File: src/shared/tecl_consts.svh
`ifndef TECL_CONSTS_SVH
`define TECL_CONSTS_SVH
`define TECL_CLK_NS 50
`define TECL_CLR_NS 400
`define TECL_STRETCH_NS 400
`define TECL_PEND_DLY_NS 100
`define TECL_CYC_UP(ns) (((ns) + `TECL_CLK_NS - 1) / `TECL_CLK_NS)
`define TECL_OFS_CS1 12'h000
`define TECL_OFS_CS2 12'h004
`define TECL_OFS_CS3 12'h008
`define TECL_OFS_DB 12'h00c
`define TECL_OFS_STAT 12'h010
`define TECL_CS1_GO 0
`define TECL_CS2_CLR 5
`define TECL_CS2_NEM 11
`define TECL_CS2_PE 13
`define TECL_CS3_MAINT 0
`define TECL_CS3_EVEN 13
`define TECL_CS3_ODD 14
`define TECL_CS3_APF 15
`define TECL_CNT_LOAD 5'h0c
`define TECL_CNT_LAST 5'h0f
`define TECL_CNT_CARRY 4
`define TECL_REG_RST 16'h0000
`endif

File: src/shared/tecl_pkg.sv
package tecl_pkg;
   typedef struct packed {
      logic xfer_write;
      logic odd_word;
      logic even_word;
      logic odd_high_byte_parity_flag;
      logic odd_low_byte_parity_flag;
      logic even_high_byte_parity_flag;
      logic even_low_byte_parity_flag;
      logic req_clk;
      logic cache_timeout;
      logic cache_address_parity_report;
      logic controller_select;
      logic mem_cycle;
      logic cycle_in_progress;
   } tecl_mem_t;
   typedef struct packed {
      logic odd_word_check_enable;
      logic even_word_check_enable;
      logic request_hold;
      logic transfer_done;
   } tecl_mout_t;
   typedef enum logic [1:0] {
      CL_IDLE = 2'b00,
      CL_PULSE = 2'b01
   } tecl_clr_st_t;
endpackage

File: src/hw/tecl_top.sv
`timescale 1ns/1ps
`include "tecl_consts.svh"
module tecl_top #(
   parameter int CLR_CYC = `TECL_CYC_UP(`TECL_CLR_NS), // Clear pulse length.
   parameter int STRETCH_CYC = `TECL_CYC_UP(`TECL_STRETCH_NS), // Launch stretch length.
   parameter int PEND_DLY_CYC = `TECL_CYC_UP(`TECL_PEND_DLY_NS) // Pending drop delay.
) (
   input wire logic pclk, // APB clock.
   input wire logic presetn, // Async reset, active low.
   input wire logic psel, // APB select.
   input wire logic penable, // APB enable.
   input wire logic pwrite, // APB direction.
   input wire logic [11:0] paddr, // APB byte address.
   input wire logic [31:0] pwdata, // APB write data.
   output logic [31:0] prdata, // APB read data.
   output logic pready, // APB ready.
   output logic pslverr, // APB error on unmapped address.
   input wire tecl_pkg::tecl_mem_t mem_in, // Cache side inputs.
   output tecl_pkg::tecl_mout_t mem_out, // Cache side outputs.
   input wire logic host_init, // Host bus initialize.
   input wire logic power_low, // Power low.
   input wire logic ctrl_ready, // Controller in ready state.
   input wire logic word_count_overflow, // Word count overflow.
   input wire logic [15:0] buffer_output_word, // Data buffer output word.
   output logic clear_pulse, // Clears controller and drive.
   output logic buffer_initialize, // Data buffer init.
   output logic selected_bits_reset, // Clears selected bits.
   output logic burst_start // Drives the drive-bus run line.
);
   import tecl_pkg::*;

   logic odd_word_parity_fault;
   logic even_word_parity_fault;
   logic address_parity_fault;
   logic missing_memory_fault;
   logic pending_clear_flag;
   logic [15:0] first_control_status_reg;
   logic [15:0] cs2_store;
   logic [15:0] cs3_store;
   logic [4:0] cycle_cnt;
   logic [7:0] clr_cnt;
   logic [7:0] stretch_cnt;
   tecl_clr_st_t clr_st;
   logic acc;
   logic wr;
   logic rd;
   logic unmapped;
   logic transfer_launch_reset;
   logic program_clear;
   logic error_flag_clear;
   logic odd_en;
   logic even_en;
   logic timeout_sel;
   logic combined_parity_error;
   logic fire;
   logic next_done;
   logic [15:0] host_read_mux;

   assign acc = psel & penable & pready;
   assign wr = acc & pwrite;
   assign rd = psel & penable & ~pready & ~pwrite;
   assign unmapped = paddr != `TECL_OFS_CS1 && paddr != `TECL_OFS_CS2 && paddr != `TECL_OFS_CS3
                     && paddr != `TECL_OFS_DB && paddr != `TECL_OFS_STAT;
   assign transfer_launch_reset = wr & (paddr == `TECL_OFS_CS1) & pwdata[`TECL_CS1_GO];
   assign program_clear = wr & (paddr == `TECL_OFS_CS2) & pwdata[`TECL_CS2_CLR];
   // Errors are cleared by the same sources that reset the selected bits, plus the clear pulse.
   assign error_flag_clear = selected_bits_reset | clear_pulse;
   assign odd_en = mem_in.xfer_write & mem_in.odd_word;
   assign even_en = mem_in.xfer_write & mem_in.even_word;
   assign timeout_sel = mem_in.cache_timeout & mem_in.controller_select;
   assign combined_parity_error = odd_word_parity_fault | even_word_parity_fault
                                  | address_parity_fault;
   // Done waits for any cycle already running; with ctrl_ready high a clear fires without waiting for done or the cycle.
   assign next_done = (pending_clear_flag | odd_word_parity_fault | even_word_parity_fault)
                      & ~mem_in.cycle_in_progress;
   assign fire = pending_clear_flag & (mem_out.transfer_done | ctrl_ready);

   // APB slave: one wait state, registered answer.
   always_ff @(posedge pclk or negedge presetn) begin
      if (!presetn) begin
         pready <= 1'b0;
         pslverr <= 1'b0;
      end else begin
         pready <= psel & penable & ~pready;
         pslverr <= psel & penable & ~pready & unmapped;
      end
   end

   always_comb begin
      host_read_mux = `TECL_REG_RST;
      unique case (paddr)
         `TECL_OFS_CS1: host_read_mux = first_control_status_reg;
         `TECL_OFS_CS2: begin
            host_read_mux = cs2_store;
            host_read_mux[`TECL_CS2_NEM] = missing_memory_fault;
            host_read_mux[`TECL_CS2_PE] = combined_parity_error;
         end
         `TECL_OFS_CS3: begin
            host_read_mux = cs3_store;
            host_read_mux[`TECL_CS3_APF] = address_parity_fault;
            host_read_mux[`TECL_CS3_ODD] = odd_word_parity_fault;
            host_read_mux[`TECL_CS3_EVEN] = even_word_parity_fault;
         end
         `TECL_OFS_DB: host_read_mux = cs3_store[`TECL_CS3_MAINT] ? buffer_output_word : `TECL_REG_RST;
         `TECL_OFS_STAT: host_read_mux = {8'h00, pending_clear_flag, burst_start, clr_st == CL_PULSE,
                                          cycle_cnt};
         default: host_read_mux = `TECL_REG_RST;
      endcase
   end

   always_ff @(posedge pclk or negedge presetn) begin
      if (!presetn) begin
         prdata <= 32'h0000_0000;
      end else if (rd) begin
         prdata <= {16'h0000, host_read_mux};
      end else if (acc) begin
         prdata <= 32'h0000_0000;
      end
   end

   // Stored control bits; the go and clear bits act as strobes and are not kept.
   always_ff @(posedge pclk or negedge presetn) begin
      if (!presetn) begin
         first_control_status_reg <= `TECL_REG_RST;
         cs2_store <= `TECL_REG_RST;
         cs3_store <= `TECL_REG_RST;
      end else if (selected_bits_reset) begin
         cs3_store <= `TECL_REG_RST;
      end else if (wr) begin
         if (paddr == `TECL_OFS_CS1) begin
            first_control_status_reg <= pwdata[15:0];
            first_control_status_reg[`TECL_CS1_GO] <= 1'b0;
         end
         if (paddr == `TECL_OFS_CS2) begin
            cs2_store <= pwdata[15:0];
            cs2_store[`TECL_CS2_CLR] <= 1'b0;
            cs2_store[`TECL_CS2_NEM] <= 1'b0;
            cs2_store[`TECL_CS2_PE] <= 1'b0;
         end
         if (paddr == `TECL_OFS_CS3) begin
            cs3_store <= {3'h0, pwdata[12:0]};
         end
      end
   end

   // Data parity faults; a new error in the clearing cycle still sets.
   always_ff @(posedge pclk or negedge presetn) begin
      if (!presetn) begin
         odd_word_parity_fault <= 1'b0;
         even_word_parity_fault <= 1'b0;
      end else begin
         if (mem_in.req_clk & odd_en & (mem_in.odd_high_byte_parity_flag | mem_in.odd_low_byte_parity_flag)) begin
            odd_word_parity_fault <= 1'b1;
         end else if (error_flag_clear) begin
            odd_word_parity_fault <= 1'b0;
         end
         if (mem_in.req_clk & even_en
             & (mem_in.even_high_byte_parity_flag | mem_in.even_low_byte_parity_flag)) begin
            even_word_parity_fault <= 1'b1;
         end else if (error_flag_clear) begin
            even_word_parity_fault <= 1'b0;
         end
      end
   end

   // The cache reports address parity alongside the timeout for this controller.
   always_ff @(posedge pclk or negedge presetn) begin
      if (!presetn) begin
         address_parity_fault <= 1'b0;
         missing_memory_fault <= 1'b0;
      end else begin
         if (timeout_sel & mem_in.cache_address_parity_report) begin
            address_parity_fault <= 1'b1;
         end else if (error_flag_clear) begin
            address_parity_fault <= 1'b0;
         end
         if (timeout_sel & ~mem_in.cache_address_parity_report) begin
            missing_memory_fault <= 1'b1;
         end else if (error_flag_clear) begin
            missing_memory_fault <= 1'b0;
         end
      end
   end

   always_ff @(posedge pclk or negedge presetn) begin
      if (!presetn) begin
         mem_out <= '0;
      end else begin
         mem_out.odd_word_check_enable <= odd_en;
         mem_out.even_word_check_enable <= even_en;
         mem_out.request_hold <= odd_word_parity_fault | even_word_parity_fault
                                 | pending_clear_flag;
         mem_out.transfer_done <= next_done;
      end
   end

   // Pending clear: a fresh request wins over the delayed drop.
   always_ff @(posedge pclk or negedge presetn) begin
      if (!presetn) begin
         pending_clear_flag <= 1'b0;
      end else if (program_clear | host_init) begin
         pending_clear_flag <= 1'b1;
      end else if (clr_st == CL_PULSE && clr_cnt == 8'(PEND_DLY_CYC)) begin
         pending_clear_flag <= 1'b0;
      end
   end

   // Clear one-shot; it counts elapsed cycles so the pending drop can be timed off it.
   always_ff @(posedge pclk or negedge presetn) begin
      if (!presetn) begin
         clr_st <= CL_IDLE;
         clr_cnt <= 8'h00;
         clear_pulse <= 1'b0;
      end else begin
         unique case (clr_st)
            CL_IDLE: begin
               if (fire) begin
                  clr_st <= CL_PULSE;
                  clr_cnt <= 8'h01;
                  clear_pulse <= 1'b1;
               end
            end
            CL_PULSE: begin
               if (clr_cnt == 8'(CLR_CYC)) begin
                  clr_st <= CL_IDLE;
                  clr_cnt <= 8'h00;
                  clear_pulse <= 1'b0;
               end else begin
                  clr_cnt <= clr_cnt + 8'h01;
               end
            end
         endcase
      end
   end

   // Launch stretch; a repeat launch restarts the full length.
   always_ff @(posedge pclk or negedge presetn) begin
      if (!presetn) begin
         stretch_cnt <= 8'h00;
      end else if (transfer_launch_reset) begin
         stretch_cnt <= 8'(STRETCH_CYC);
      end else if (stretch_cnt != 8'h00) begin
         stretch_cnt <= stretch_cnt - 8'h01;
      end
   end

   always_ff @(posedge pclk or negedge presetn) begin
      if (!presetn) begin
         buffer_initialize <= 1'b0;
         selected_bits_reset <= 1'b0;
      end else begin
         buffer_initialize <= transfer_launch_reset | (stretch_cnt > 8'h01) | power_low
                              | fire | (clear_pulse & clr_cnt != 8'(CLR_CYC));
         selected_bits_reset <= transfer_launch_reset | power_low | pending_clear_flag;
      end
   end

   // Four counter: bit 4 is the carry and freezes the count once set.
   always_ff @(posedge pclk or negedge presetn) begin
      if (!presetn) begin
         cycle_cnt <= `TECL_CNT_LOAD;
      end else if (transfer_launch_reset) begin
         cycle_cnt <= `TECL_CNT_LOAD;
      end else if (mem_in.mem_cycle & ~cycle_cnt[`TECL_CNT_CARRY]) begin
         cycle_cnt <= cycle_cnt + 5'h01;
      end
   end

   always_ff @(posedge pclk or negedge presetn) begin
      if (!presetn) begin
         burst_start <= 1'b0;
      end else begin
         burst_start <= ~transfer_launch_reset
                        & (cycle_cnt[`TECL_CNT_CARRY] | word_count_overflow);
      end
   end
endmodule // tecl_top

File: config.mk
export PLATFORM = sky130hd
export DESIGN_NAME = tecl_top
export DESIGN_NICKNAME = d
export VERILOG_FILES = /design/src/shared/tecl_pkg.sv /design/src/hw/tecl_top.sv
export VERILOG_INCLUDE_DIRS = /design/src /design/src/shared
export SDC_FILE = /design/constraint.sdc
export NUM_CORES = 1
export LEC_CHECK = 0
export BUFFER_PORTS_ARGS = -buffer_cell sky130_fd_sc_hd__buf_4
export CORE_UTILIZATION = 55
export CTS_BUF_LIST = sky130_fd_sc_hd__clkbuf_4 sky130_fd_sc_hd__clkbuf_8
export CTS_CLUSTER_DIAMETER = 100
export CTS_CLUSTER_SIZE = 16
export DETAILED_ROUTE_END_ITERATION = 8
export GPL_ROUTABILITY_DRIVEN = 0
export PLACE_DENSITY = 0.83
export SLEW_MARGIN = 0
export SYNTH_ARGS = -nofsm -noshare
export SYNTH_HDL_FRONTEND = slang
export SYNTH_SLANG_ARGS = --single-unit
File: constraint.sdc
create_clock -name pclk -period 2.8 [get_ports pclk]
set_input_delay 0.56 -clock pclk [delete_from_list [all_inputs] [get_ports pclk]]
set_output_delay 0.56 -clock pclk [all_outputs]
set_load 0.01 [all_outputs]
### Word level (Yosys, flattened, before mapping)

Index checks and enable logic that the tools add are counted.

* bitwise logic cells: 48
* eq/ne operators: 14
* reduce and logical (&&, ||, !) cells: 23
* multiplexer cells: 27
* magnitude comparators: 1
* add/sub/neg operators: 3

Operator list (count)
* $pmux W16 S5: 1
* $mux W32: 2
* $mux W13: 3
* $mux W8: 4
* $and A1 B1 Y1: 24
* $eq A12 B4 Y1 const B: 2
* $ne A12 B4 Y1 const B: 2
* $reduce_bool A2 Y1: 10
* $or A1 B1 Y1: 17
* $mux W16: 1
* $pmux W8 S2: 1
* $eq A12 B3 Y1 const B: 1
* $eq A12 B5 Y1 const B: 1
* $logic_not A12 Y1: 1
* $ne A12 B3 Y1 const B: 1
* $ne A12 B5 Y1 const B: 1
* $reduce_bool A12 Y1: 1
* $mux W5: 2
* $mux W1: 9
* $add A8 B1 Y8 const B: 1
* $eq A8 B2 Y1 const B: 1
* $eq A8 B4 Y1 const B: 1
* $gt A8 B1 Y1 const B: 1
* $ne A8 B4 Y1 const B: 1
* other kinds (14): 27

* word-level logic and storage cells: 139
* register bits after elaboration: 111
* output and inout port bits: 42
* bits of input ports: 82

### Longest topological paths before layout

Gate-level depths: netlist (run 1).

* word-level depth: 9
* gate-level depth with buffers: 7
* depth with buffers taken out: 6

### Worst setup path before layout (run 1)

OpenSTA, ideal clock, no wires.

* path type: input port to flip-flop
* from: in paddr[9]
* to: reg first_control_status_reg[10]
* setup time: 125 ps
* stages: 6
* data arrival time: 2490 ps
* slack: 185 ps
* cell sequence: or4_1 > buf_2 > or4_4 > nor3_4 > buf_12 > mux2_4

* longest elaborated chain between the ends: 2

RTL lines
* start, declared: line tecl_top.sv:13 `input wire logic [11:0] paddr,`
* $logic_not A12 Y1
* $reduce_and A3 Y1 (no line)
* end signal, assigned: line tecl_top.sv:124 `` first_control_status_reg <= `TECL_REG_RST; ``
* end signal, assigned: line tecl_top.sv:131 `first_control_status_reg <= pwdata[15:0];`
* end, declared: line tecl_top.sv:37 `logic [15:0] first_control_status_reg;`

Every way passes these cells.
A chain may end at the register's enable or synchronous reset.

### Final worst setup path (run 1)

* from: in paddr[9]
* to: reg cs2_store[4]

* longest elaborated chain between the ends: 2

RTL lines
* $eq A12 B3 Y1
* $reduce_and A3 Y1 (no line)
* end signal, assigned: line tecl_top.sv:125 `` cs2_store <= `TECL_REG_RST; ``
* end signal, assigned: line tecl_top.sv:135 `cs2_store <= pwdata[15:0];`
* end, declared: line tecl_top.sv:38 `logic [15:0] cs2_store;`

Every way passes these cells.

==> summary.md, run 1 <==
| Metric | Value |
|---|---|
| Leakage | approximately 2.6 nW |
| Flop pwr share | 0.527 |
| Initial core utilization | 0.576 |
| Nets | 643 |
| Total die area | 0.00911 sq mm |
| DRC | 0 |
| Worst EP required | between 3 and 4 ns |
| # Post-CTS Setup Buffers | 0 |
| Status | finished, final reports clean |
| Final HPWL DP | ~9000 um |
| Critical path data arrival time | 2.62 ns |
| Die height | 95.5 um |
| Pint | 2.07 mW |
| Post-route ant nets | 0 |
| Total chip power | 2.79 mW |
| Cts hold-fix bufs | 0 |
| IO Count | 124 |
| DRT Pass-1 Iters | 5 |
| Worst R2R Setup Slack | 0.57 ns |
| Synth cell count leaders | 91 x dfrtp_1, 31 x nand2_1, 25 x nor2_1 |
| Largest cells by area after synthesis | dfrtp_1 47%, mux2_2 4.9%, mux2_4 3.1% |
| CTS tree | built |
| GRT overflow | 0 |
| Critical path capture point type | register |
| # rows | 33 |
| Top delay family on crit path | simple AND/OR/NAND/NOR gates |
| CP Class | primary input to register |
| Max reg flops | 16 |
| Post-synth EDFFs | 0 |
| Diode count | 0 |
| Final wirelength | between 10,000 and 15,000 um |
| Yosys top cell by area | dfrtp_1 |
| GRT Util Overall | 0.285 |
| RSZ-0062 raised after global routing | no |
| Worst hold margin | slightly below 0.2 ns |
| Clock power share | 0.360 |
| Share of cells above drive strength 1 | 0.301 |
| Post-synth top flop | dfrtp_1 |
| Measured slew at the worst slew-check pin | 0.813 ns |
| Clock Tree Buf Depth | 2 |
| Endpoints failing setup | 0 |
| Achievable Freq | 0.421 GHz |
| Count leader, synth | dfrtp_1 |
| Worst r2r src | clr_cnt[4] |
| Synth warn | 0 |
| Logic pwr share | 0.113 |
| Crit path max fanout | 8 |
| Max-cap viol count | 0 |
| Num CTS Buffers | 9 |
| Clock skew | 0.0108 ns |
| Critical Path Source | paddr[9] |
| Post_cts resized | 0 |
| WP buf/inv | 2 |
| Switching pwr | 723 uW |
| DIE WIDTH | 95.5 um |
| Yosys reg bits | between 90 and 100 |
| CTS root buffer | clkbuf_8 |
| Post-synth top area share | 0.474 |
| Vias in the first global route | 3,853 |
| Hold Fails Final Rpt | 0 |
| Max Slew Vio Count | 0 |
| Pwr/cell area | approximately 480 mW/mm^2 |
| Pin count of the biggest net entering global routing | 49 |
| Worst slew margin | 0.450 |
| Area Overhead vs Synth | 21.5% |
| Buffers on Ports | approximately 90 |
| Max VDD drop | 0.370 mV |
| Sw frac | 0.259 |
| Post-Place Worst Slack | 0.0571 ns |
| Period utilization | 0.848 |
| Placeable core area | approximately 0.0083 sq mm |
| Post-DR vias/cell | 6.20 |
| Initial antenna violation count | 0 |
| Slowest-stage cell, CP | or4_1 |
| Clock Sink Count | 93 |
| CP Cell Sequence | buf_4 -> or4_1 -> or3_4 -> nor4_4 -> buf_4 -> mux2_2 |
| Clock Latency Late Sink | 0.36 ns |
| Max stage delay on crit path | 0.60 ns |
| Avg Cell Area, Syn | 10.5 sq um |
| Vias | 4,120 |
| H-tree Lvls | 3 |
| Most frequent CP cell | buf_4 |
| Sequential fraction of the synthesis area | 0.485 |
| First-pass GRT wire length | 19,300 um |
| Netlist cell types | 56 |
| Post-Synthesis Cells | 459 |
| Post-route minimum period | 2.37 ns |
| Share of flip-flops with an asynchronous set or reset | 1.00 |
| Hold/Removal Path Class | primary input to async pin |
| Crit path launch type | primary input |
| Setup TNS | 0 ns |
| Final worst slack | about 0.43 ns |
| Mapped Area | 0.00480 sq mm |
| DRT iter0 DRCs | 247 |
| Clk pin slew, worst setup/hold paths | 0.09 ns |
| Wire per inst | approximately 19 um |
## metrics by stage
stage,utilization,std cells,cell area [sq um]
4_1_cts,0.700,664,5840
5_1_grt,0.700,664,5840
6_report,0.700,664,5840
3_5_place_dp,0.673,648,5610
2_1_floorplan,-,474,4860
3_3_place_gp,0.673,648,5610
## final timing paths
kind / endpoint / cells after the start
setup / recovery: cs2_store[4] / 6
hold / removal: clr_cnt[4] / 1
setup reg to reg: buffer_initialize / 4
hold reg to reg: clr_cnt[7] / 1
max in group asynchronous: even_word_parity_fault / 2
min in group pclk: mem_out[0] / 2
## placed cells by master, fill, tap and decap left out, types with 3 or more instances in the layout
cell | synthesis | routed
conb_1 | 1 | 16
buf_4 | 16 | 110
or4_1 | 5 | 5
mux2_2 | 21 | 21
a32oi_1 | 7 | 7
nor3_1 | 8 | 8
nor2_1 | 25 | 25
a21oi_1 | 24 | 24
mux2_4 | 10 | 10
nand4_1 | 14 | 14
nor4b_1 | 3 | 3
ha_1 | 7 | 7
o211ai_1 | 14 | 14
inv_1 | 9 | 9
and3_1 | 4 | 4
nor4_1 | 9 | 8
clkbuf_8 | 0 | 9
and2_1 | 5 | 5
a22oi_1 | 8 | 8
nand2b_1 | 3 | 3
nand3_1 | 22 | 22
nand2_1 | 31 | 31
or3_1 | 5 | 5
mux2i_1 | 11 | 11
o21ai_0 | 23 | 23
a22o_1 | 12 | 12
xor2_1 | 5 | 5
nor2b_1 | 5 | 5
nand3b_1 | 3 | 3
dfrtp_1 | 91 | 91
## per-layer routing
| metal | up-vias | GRT usage | share of wire |
|---|---|---|---|
| li1 | 1862 | - | - |
| met5 | - | 0 | 0 |
| met2 | 190 | 0.460 | 0.51 |
| met1 | 2030 | 0.372 | 0.40 |
| met4 | 0 | 0.128 | 0.031 |
| met3 | 38 | 0.0534 | 0.065 |
## cells by family after synthesis
kind of cell    Yosys count  synth area share
compound gates          104             0.145
xor+xnor                  7            0.0128
fa+ha+maj                 7            0.0182
buf+inv                  53            0.0602
flops                    93             0.485
mux                      42             0.103
other cells               1          0.000781
simple gates            152             0.175
## layout make-up
| cell class | instances | area [sq um] |
|---|---|---|
| fillers | 614 | 2500 |
| flip-flops and latches | 93 | 2330 |
| multi-input cells | 328 | 2250 |
| repair buffers | 112 | 866 |
| well taps | 105 | 131 |
| clock buffers | 9 | 124 |
| clock inverters | 7 | 98.8 |
| inverters | 10 | 37.5 |
## worst reg2reg max path, cell delays in order, from the launching register on
cell	delay (ns)
dfrtp_1	0.45
nor3_1	0.46
a41oi_1	0.25
or4_1	0.49
or4_1	0.46
## power by group through the flow
| stage | Combinational (mW) | Clock, mW | Sequential, mW |
|---|---|---|---|
| after global placement | 0.305 | 0 | 1.49 |
| after global routing | 0.353 | 1.06 | 1.48 |
| after CTS | 0.318 | 1.01 | 1.47 |
| after detailed placement | 0.317 | 0 | 1.49 |
| after floorplan | 0.168 | 0 | 1.48 |
| final | 0.317 | 1.00 | 1.47 |
(Power assumes the default switching activity.)
==> run 2, diff against run 1 <==
- ABC_AREA: unset -> 1
- CORE_UTILIZATION: 55 -> 50
- PLACE_DENSITY: 0.83 -> 0.79
- clock period: 2.8 -> 2.1 ns (I/O delays scaled with it)
==> run 2 against run 1 <==
- global-route usage is 3.2 points lower
- critical path depth is 2 higher
- first-iteration DRC count grew 47%
- core utilization shrank 6.6 points
- cell count increased by 28%
- synthesized cell count rose by 34%
- sequential cell count did not move
- sequential share of layout area shrank 0.66 points
- synthesized area increased by 1.9%
- sequential power up 44%
- worst hold slack worse by 0.15 ns
- largest cell class unchanged
- largest power group unchanged
==> summary.md, run 2 <==
| Metric | Value |
|---|---|
| Met2 Usage GRT | 0.423 |
| Max reg flops | 16 |
| Mapped Area | 0.00489 sq mm |
| Clock power share | 0.305 |
| Filler instances | 841 |
| Worst EP required | 2.35 ns |
| Diode count | 0 |
| Post-route ant nets | 0 |
| Sequential fraction of the synthesis area | 0.476 |
| Total die area | 0.0102 sq mm |
| Sw frac | 0.307 |
| Post-DR vias/cell | about 5.2 |
| DRT Pass-1 Iters | 6 |
| Max VDD drop | 0.551 mV |
| Clock Tree Buf Depth | 2 |
| Initial core utilization | 0.522 |
| Endpoints failing setup | 0 |
| Achievable Freq | ~0.62 GHz |
| Post-synth top flop | dfrtp_1 |
| Worst slew margin | 0.312 |
| Avg Cell Area, Syn | 7.93 sq um |
| Vias | 4,436 |
| Critical path data arrival time | between 1.5 and 2 ns |
| Hold Fails Final Rpt | 0 |
| CTS root buffer | clkbuf_8 |
| Nets | 804 |
| Setup TNS | 0 ns |
| Cts hold-fix bufs | 0 |
| Clock Sink Count | 93 |
| Clk pin slew, worst setup/hold paths | approximately 0.10 ns |
| Area Overhead vs Synth | 21.2% |
| GRT overflow | 0 |
| Yosys reg bits | 93 |
| Leakage | 3.14 nW |
| GRT met1 Usage | 0.337 |
| IO Count | 124 |
| Busiest grt layer | met2 |
| Global Route met3 Usage | 0.0423 |
| Pwr/cell area | 737 mW/mm^2 |
| Final HPWL DP | around 8900 um |
| Logic pwr share | 0.214 |
| First-pass GRT wire length | 20,000 um |
| Post_cts resized | 0 |
| Worst Reg2Reg Path Length in Cells | 8 |
| Placed Area | 0.00571 sq mm |
| Hold/Removal Path Class | primary input to async pin |
| Netlist cell types | 35 |
| Post-route minimum period | 1.60 ns |
| RSZ-0062 raised after global routing | no |
| Post-Place Worst Slack | 0.143 ns |
| Critical path capture point type | register |
| Max Slew Vio Count | 0 |
| DRT iter0 DRCs | 364 |
| Flop pwr share | 0.481 |
| Clock Latency Late Sink | 0.36 ns |
| Count leader, synth | nand2_1 |
| Largest cells by area after synthesis | dfrtp_1 47%, nand2_1 10%, nand3_1 7.1% |
| Buffers on Ports | 91 |
| Wire per inst | 14.2 um |
| Post-synth EDFFs | 0 |
| Measured slew at the worst slew-check pin | roughly 1.0 ns |
| H-tree Lvls | 3 |
| Die height | 101 um |
| Pint | 3.03 mW |
| CP Class | primary input to register |
| Final cell count without fillers | 849 |
| Pin count of the biggest net entering global routing | 43 |
| Synth warn | 0 |
| Max-cap viol count | 0 |
| DIE WIDTH | 101 um |
| Period utilization | 0.763 |
| Switching pwr | 1.34 mW |
| Placeable core area | 0.00937 sq mm |
| # rows | 35 |
| Status | finished, final reports clean |
| Synth cell count leaders | 131 x nand2_1, 91 x dfrtp_1, 86 x inv_1 |
| Placed Cells | about 830 |
| Initial antenna violation count | 0 |
| Post-synth top area share | 0.465 |
| Crit path launch type | primary input |
| Seq. cell area | around 0.0023 sq mm |
| Crit path max fanout | 38 |
| Share of cells above drive strength 1 | 0.203 |
| Post-route cell area | 0.00593 sq mm |
| Final wirelength | 12,000 um |
| Vias in the first global route | approximately 4,300 |
| Share of flip-flops with an asynchronous set or reset | 1.00 |
| # Post-CTS Setup Buffers | 0 |
| Most common cell after layout, fill and taps aside | nand2_1 |
| Post-Synthesis Cells | 617 |
| Commonest cells after routing, fill and taps aside | 131 x nand2_1, 106 x buf_4, 91 x dfrtp_1 |
| GRT Util Overall | 0.253 |
| Final worst slack | 0.498 ns |
| CTS tree | built |
| Clock skew | around 0.014 ns |
| DRC | 0 |
| Num CTS Buffers | 9 |
| Yosys top cell by area | dfrtp_1 |
| Area of the multi-input gates | between 0.002 and 0.0025 sq mm |
## run 2: changes by cell type after synthesis, sizes merged, moves of 12 or more
| cell | before | now |
|---|---|---|
| nand4 | 14 | 35 |
| o21ai | 23 | 40 |
| nand2 | 31 | 134 |
| nor2 | 25 | 58 |
| mux2 | 31 | 0 |
| inv | 9 | 91 |
| nand3 | 22 | 70 |
| a22o | 12 | 0 |
| clkbuf | 18 | 5 |
## run 2: kinds of logic after synthesis
kind of cell,count (synthesis),synth area share
AO/OA/AOI/OAI,72,0.0798
XOR/XNOR,9,0.0161
adder cells (fa/ha/maj),7,0.0179
buffers and inverters,128,0.119
flip-flops,93,0.476
other,1,0.000766
AND/OR/NAND/NOR,307,0.291
## run 2: area by class of cell
type,instances,area share
flip-flops and latches,93,0.393
multi-input cells,411,0.344
repair buffers,108,0.141
inverters,92,0.0582
well taps,129,0.0272
clock buffers,11,0.0234
clock inverters,5,0.0141
## run 2: per-stage QoR
stage          utilization  hold slack [ns]  power (mW)
6_report             0.633           0.0472        4.37
5_1_grt              0.633           0.0771        4.64
4_1_cts              0.633           0.0574        4.40
3_5_place_dp         0.609            0.448        3.07
3_3_place_gp         0.609            0.443        3.02
2_1_floorplan            -            0.124        2.73
## run 2: per-layer routing
| layer | routed length [um] | vias up | part of all wire |
|---|---|---|---|
| li1 | - | 2162 | - |
| met1 | 5430 | 2100 | 0.45 |
| met2 | 5720 | 158 | 0.48 |
| met3 | 692 | 16 | 0.058 |
| met4 | 180 | 0 | 0.015 |
| met5 | 0 | - | 0 |
## run 2: power groups by stage
stage                     combinational [mW]  sequential, mW  clock [mW]
after floorplan                        0.617            2.11           0
after global placement                 0.889            2.13           0
after detailed placement               0.937            2.14           0
after CTS                              0.937            2.10        1.36
after global routing                    1.07            2.13        1.43
final                                  0.934            2.11        1.33
## run 2: final timing paths
check,slack [ns],startpoint,endpoint
worst max register to register,0.53,stretch_cnt[0],stretch_cnt[6]
worst min register to register,0.49,prdata[11],prdata[11]
min in group pclk,0.20,mem_in[0],mem_out[0]
worst max-delay path,0.50,paddr[7],stretch_cnt[7]
worst min-delay path,0.05,presetn,first_control_status_reg[14]
max in group asynchronous,1.46,presetn,pready
## run 2: critical path: stages
cell,delay (ns)
buf_4,0.11
nor2_1,0.18
nand2_2,0.14
nor2_4,0.15
buf_4,0.35
nand4_1,0.29
nand3_1,0.16
inv_1,0.04
==> run 3, diff against run 2 <==
- CORE_UTILIZATION: 50 -> 55
- PLACE_DENSITY: 0.79 -> 0.82
- clock period: 2.1 -> 1.5 ns (I/O delays scaled with it)
==> run 3 against run 2 <==
- cell count increased by 0.59%
- final area increased by 3.2%
- non-clock buffer count increased by 27
- die area decreased by 8.9%
- combinational power increased by 60%
- register-to-register slack got worse by 0.44 ns
- count of clock-buffer cells in the layout decreased by 1
- clock power increased by 15%
- sequential cell count unchanged
- routed wire length increased by 1.9%
==> summary.md, run 3 (same netlist as run 2, synthesis figures left out) <==
| Metric | Value |
|---|---|
| Status | finished, final reports clean |
| Worst hold start | mem_in[0] |
| Flop pwr share | 0.497 |
| Worst R2R Setup Slack | 0.09 ns |
| Hold/Removal Path Class | primary input to register |
| Leakage | 3.26 nW |
| Clock Latency Late Sink | between 0.3 and 0.4 ns |
| Sw frac | 0.332 |
| Nets | 831 |
| Max Slew Vio Count | 0 |
| Worst Reg2Reg Path Length in Cells | 5 |
| Critical path data arrival time | roughly 1.7 ns |
| Pint | about 4 mW |
| Pin count of the biggest net entering global routing | 43 |
| Placeable core area | 0.00868 sq mm |
| Vias in the first global route | 4,378 |
| Vias | 4,559 |
| Final HPWL DP | between 9000 and 10,000 um |
| Share of cells above drive strength 1 | 0.240 |
| Wire per inst | between 10 and 15 um |
| Post-route minimum period | 1.41 ns |
| Max-cap viol count | 0 |
| Critical path capture point type | register |
| Placed Area | between 0.005 and 0.006 sq mm |
| Total chip power | 5.99 mW |
| IO Count | 124 |
| R2R Path End | clr_cnt[6] |
| Hold Path Cell Cnt | 2 |
| Post-DR vias/cell | 5.34 |
| Clock Tree Buf Depth | 2 |
| Crit path launch type | register |
| Die height | 96.3 um |
| Post-route cell area | 0.00612 sq mm |
| Initial antenna violation count | 0 |
| GRT Util Overall | 0.281 |
| CTS tree | built |
| GRT overflow | 0 |
| First-pass GRT wire length | 19,800 um |
| Max VDD drop | 0.923 mV |
| Diode count | 0 |
| Crit path max fanout | 4 |
| Total die area | 0.00928 sq mm |
| Initial core utilization | 0.564 |
| Commonest cells after routing, fill and taps aside | 131 x nand2_1, 131 x buf_4, 91 x dfrtp_1 |
| Critical Path Source | clr_cnt[1] |
| DRC | 0 |
| Clock power share | 0.255 |
| DRT iter0 DRCs | 252 |
| Clk pin slew, worst setup/hold paths | 0.09 ns |
| Hold endpoint | mem_out[0] |
| Logic pwr share | 0.248 |
| Final wirelength | ~12,000 um |
| Hold Fails Final Rpt | 0 |
| Period utilization | 0.938 |
| Area Overhead vs Synth | 25.1% |
| Filler instances | 679 |
| Max reg flops | 16 |
| Pwr/cell area | 979 mW/mm^2 |
| Endpoints failing setup | 0 |
| H-tree Lvls | 3 |
| Clock Sink Count | between 90 and 100 |
| Switching pwr | 1.99 mW |
| CTS root buffer | clkbuf_8 |
| Post-route ant nets | 0 |
| Num CTS Buffers | 9 |
| Worst EP required | 1.78 ns |
| Buffers on Ports | 91 |
| Achievable Freq | 0.711 GHz |
| Worst r2r src | clr_cnt[1] |
| # rows | 34 |
| Seq. cell area | 0.00233 sq mm |
| CP Class | register to register |
| Clock skew | between 0.009 and 0.01 ns |
| DRT Pass-1 Iters | 5 |
| DIE WIDTH | roughly 96 um |
| Area of the multi-input gates | 0.00209 sq mm |
run 3: final cells by class:
class,count,area share
Sequential cell,93,0.381
Multi-Input combinational cell,411,0.341
Timing Repair Buffer,135,0.172
Inverter,92,0.0564
Clock buffer,10,0.0225
Tap cell,108,0.0221
Clock inverter,5,0.00572
run 3: worst max-delay path by stage:
stage | to | cells after the start
finish | clr_cnt[6] | 5
global placement | prdata[6] | 9
CTS | clr_cnt[6] | 5
floorplan | cs3_store[0] | 7
global route | clr_cnt[7] | 7
detailed placement | first_control_status_reg[6] | 9
run 3: critical path, stage by stage (launching register included):
cell and delay [ns]:
dfrtp_1 0.41, ha_2 0.23, nand4_1 0.14, or2_4 0.26, xor2_1 0.14, o21ai_0 0.14
run 3: timing repair:
| item | in CTS | in global routing |
|---|---|---|
| buffers inserted | 0 | 1 |
| hold endpoints to repair | 21 | 0 |
| pin swaps | 0 | 1 |
| hold buffers | 1 | 0 |
| gates resized for setup | 1 | 11 |
| endpoints found under the setup margin | 1 | 8 |
run 3: routing by layer:
layer	GRT usage	vias to the layer above	wire length, um
met5	0	-	0
met4	0.114	0	251
met3	0.0434	24	679
met2	0.473	173	5960
met1	0.364	2140	5360
li1	-	2222	-
run 3: through the flow:
stage               setup slack [ns]  instances   util  setup TNS, ns  hold WS (ns)
global route                -0.00613        854  0.705        -0.0106        0.0671
global placement              -0.153        837  0.678          -4.28         0.232
CTS                          0.00720        853  0.700              0        0.0712
detailed placement            -0.210        837  0.678          -6.67         0.244
finish                        0.0937        854  0.705              0        0.0794
floorplan                     0.0812        632      -              0       0.00441
run 3: power groups by stage:
stage / Clock, mW / Combinational, mW / Sequential [mW]
6_report: 1.53 / 1.49 / 2.98
3_3_place_gp: 0 / 1.29 / 2.98
3_5_place_dp: 0 / 1.36 / 2.99
4_1_cts: 1.56 / 1.38 / 2.95
5_1_grt: 1.66 / 1.67 / 3.00
2_1_floorplan: 0 / 0.864 / 2.95
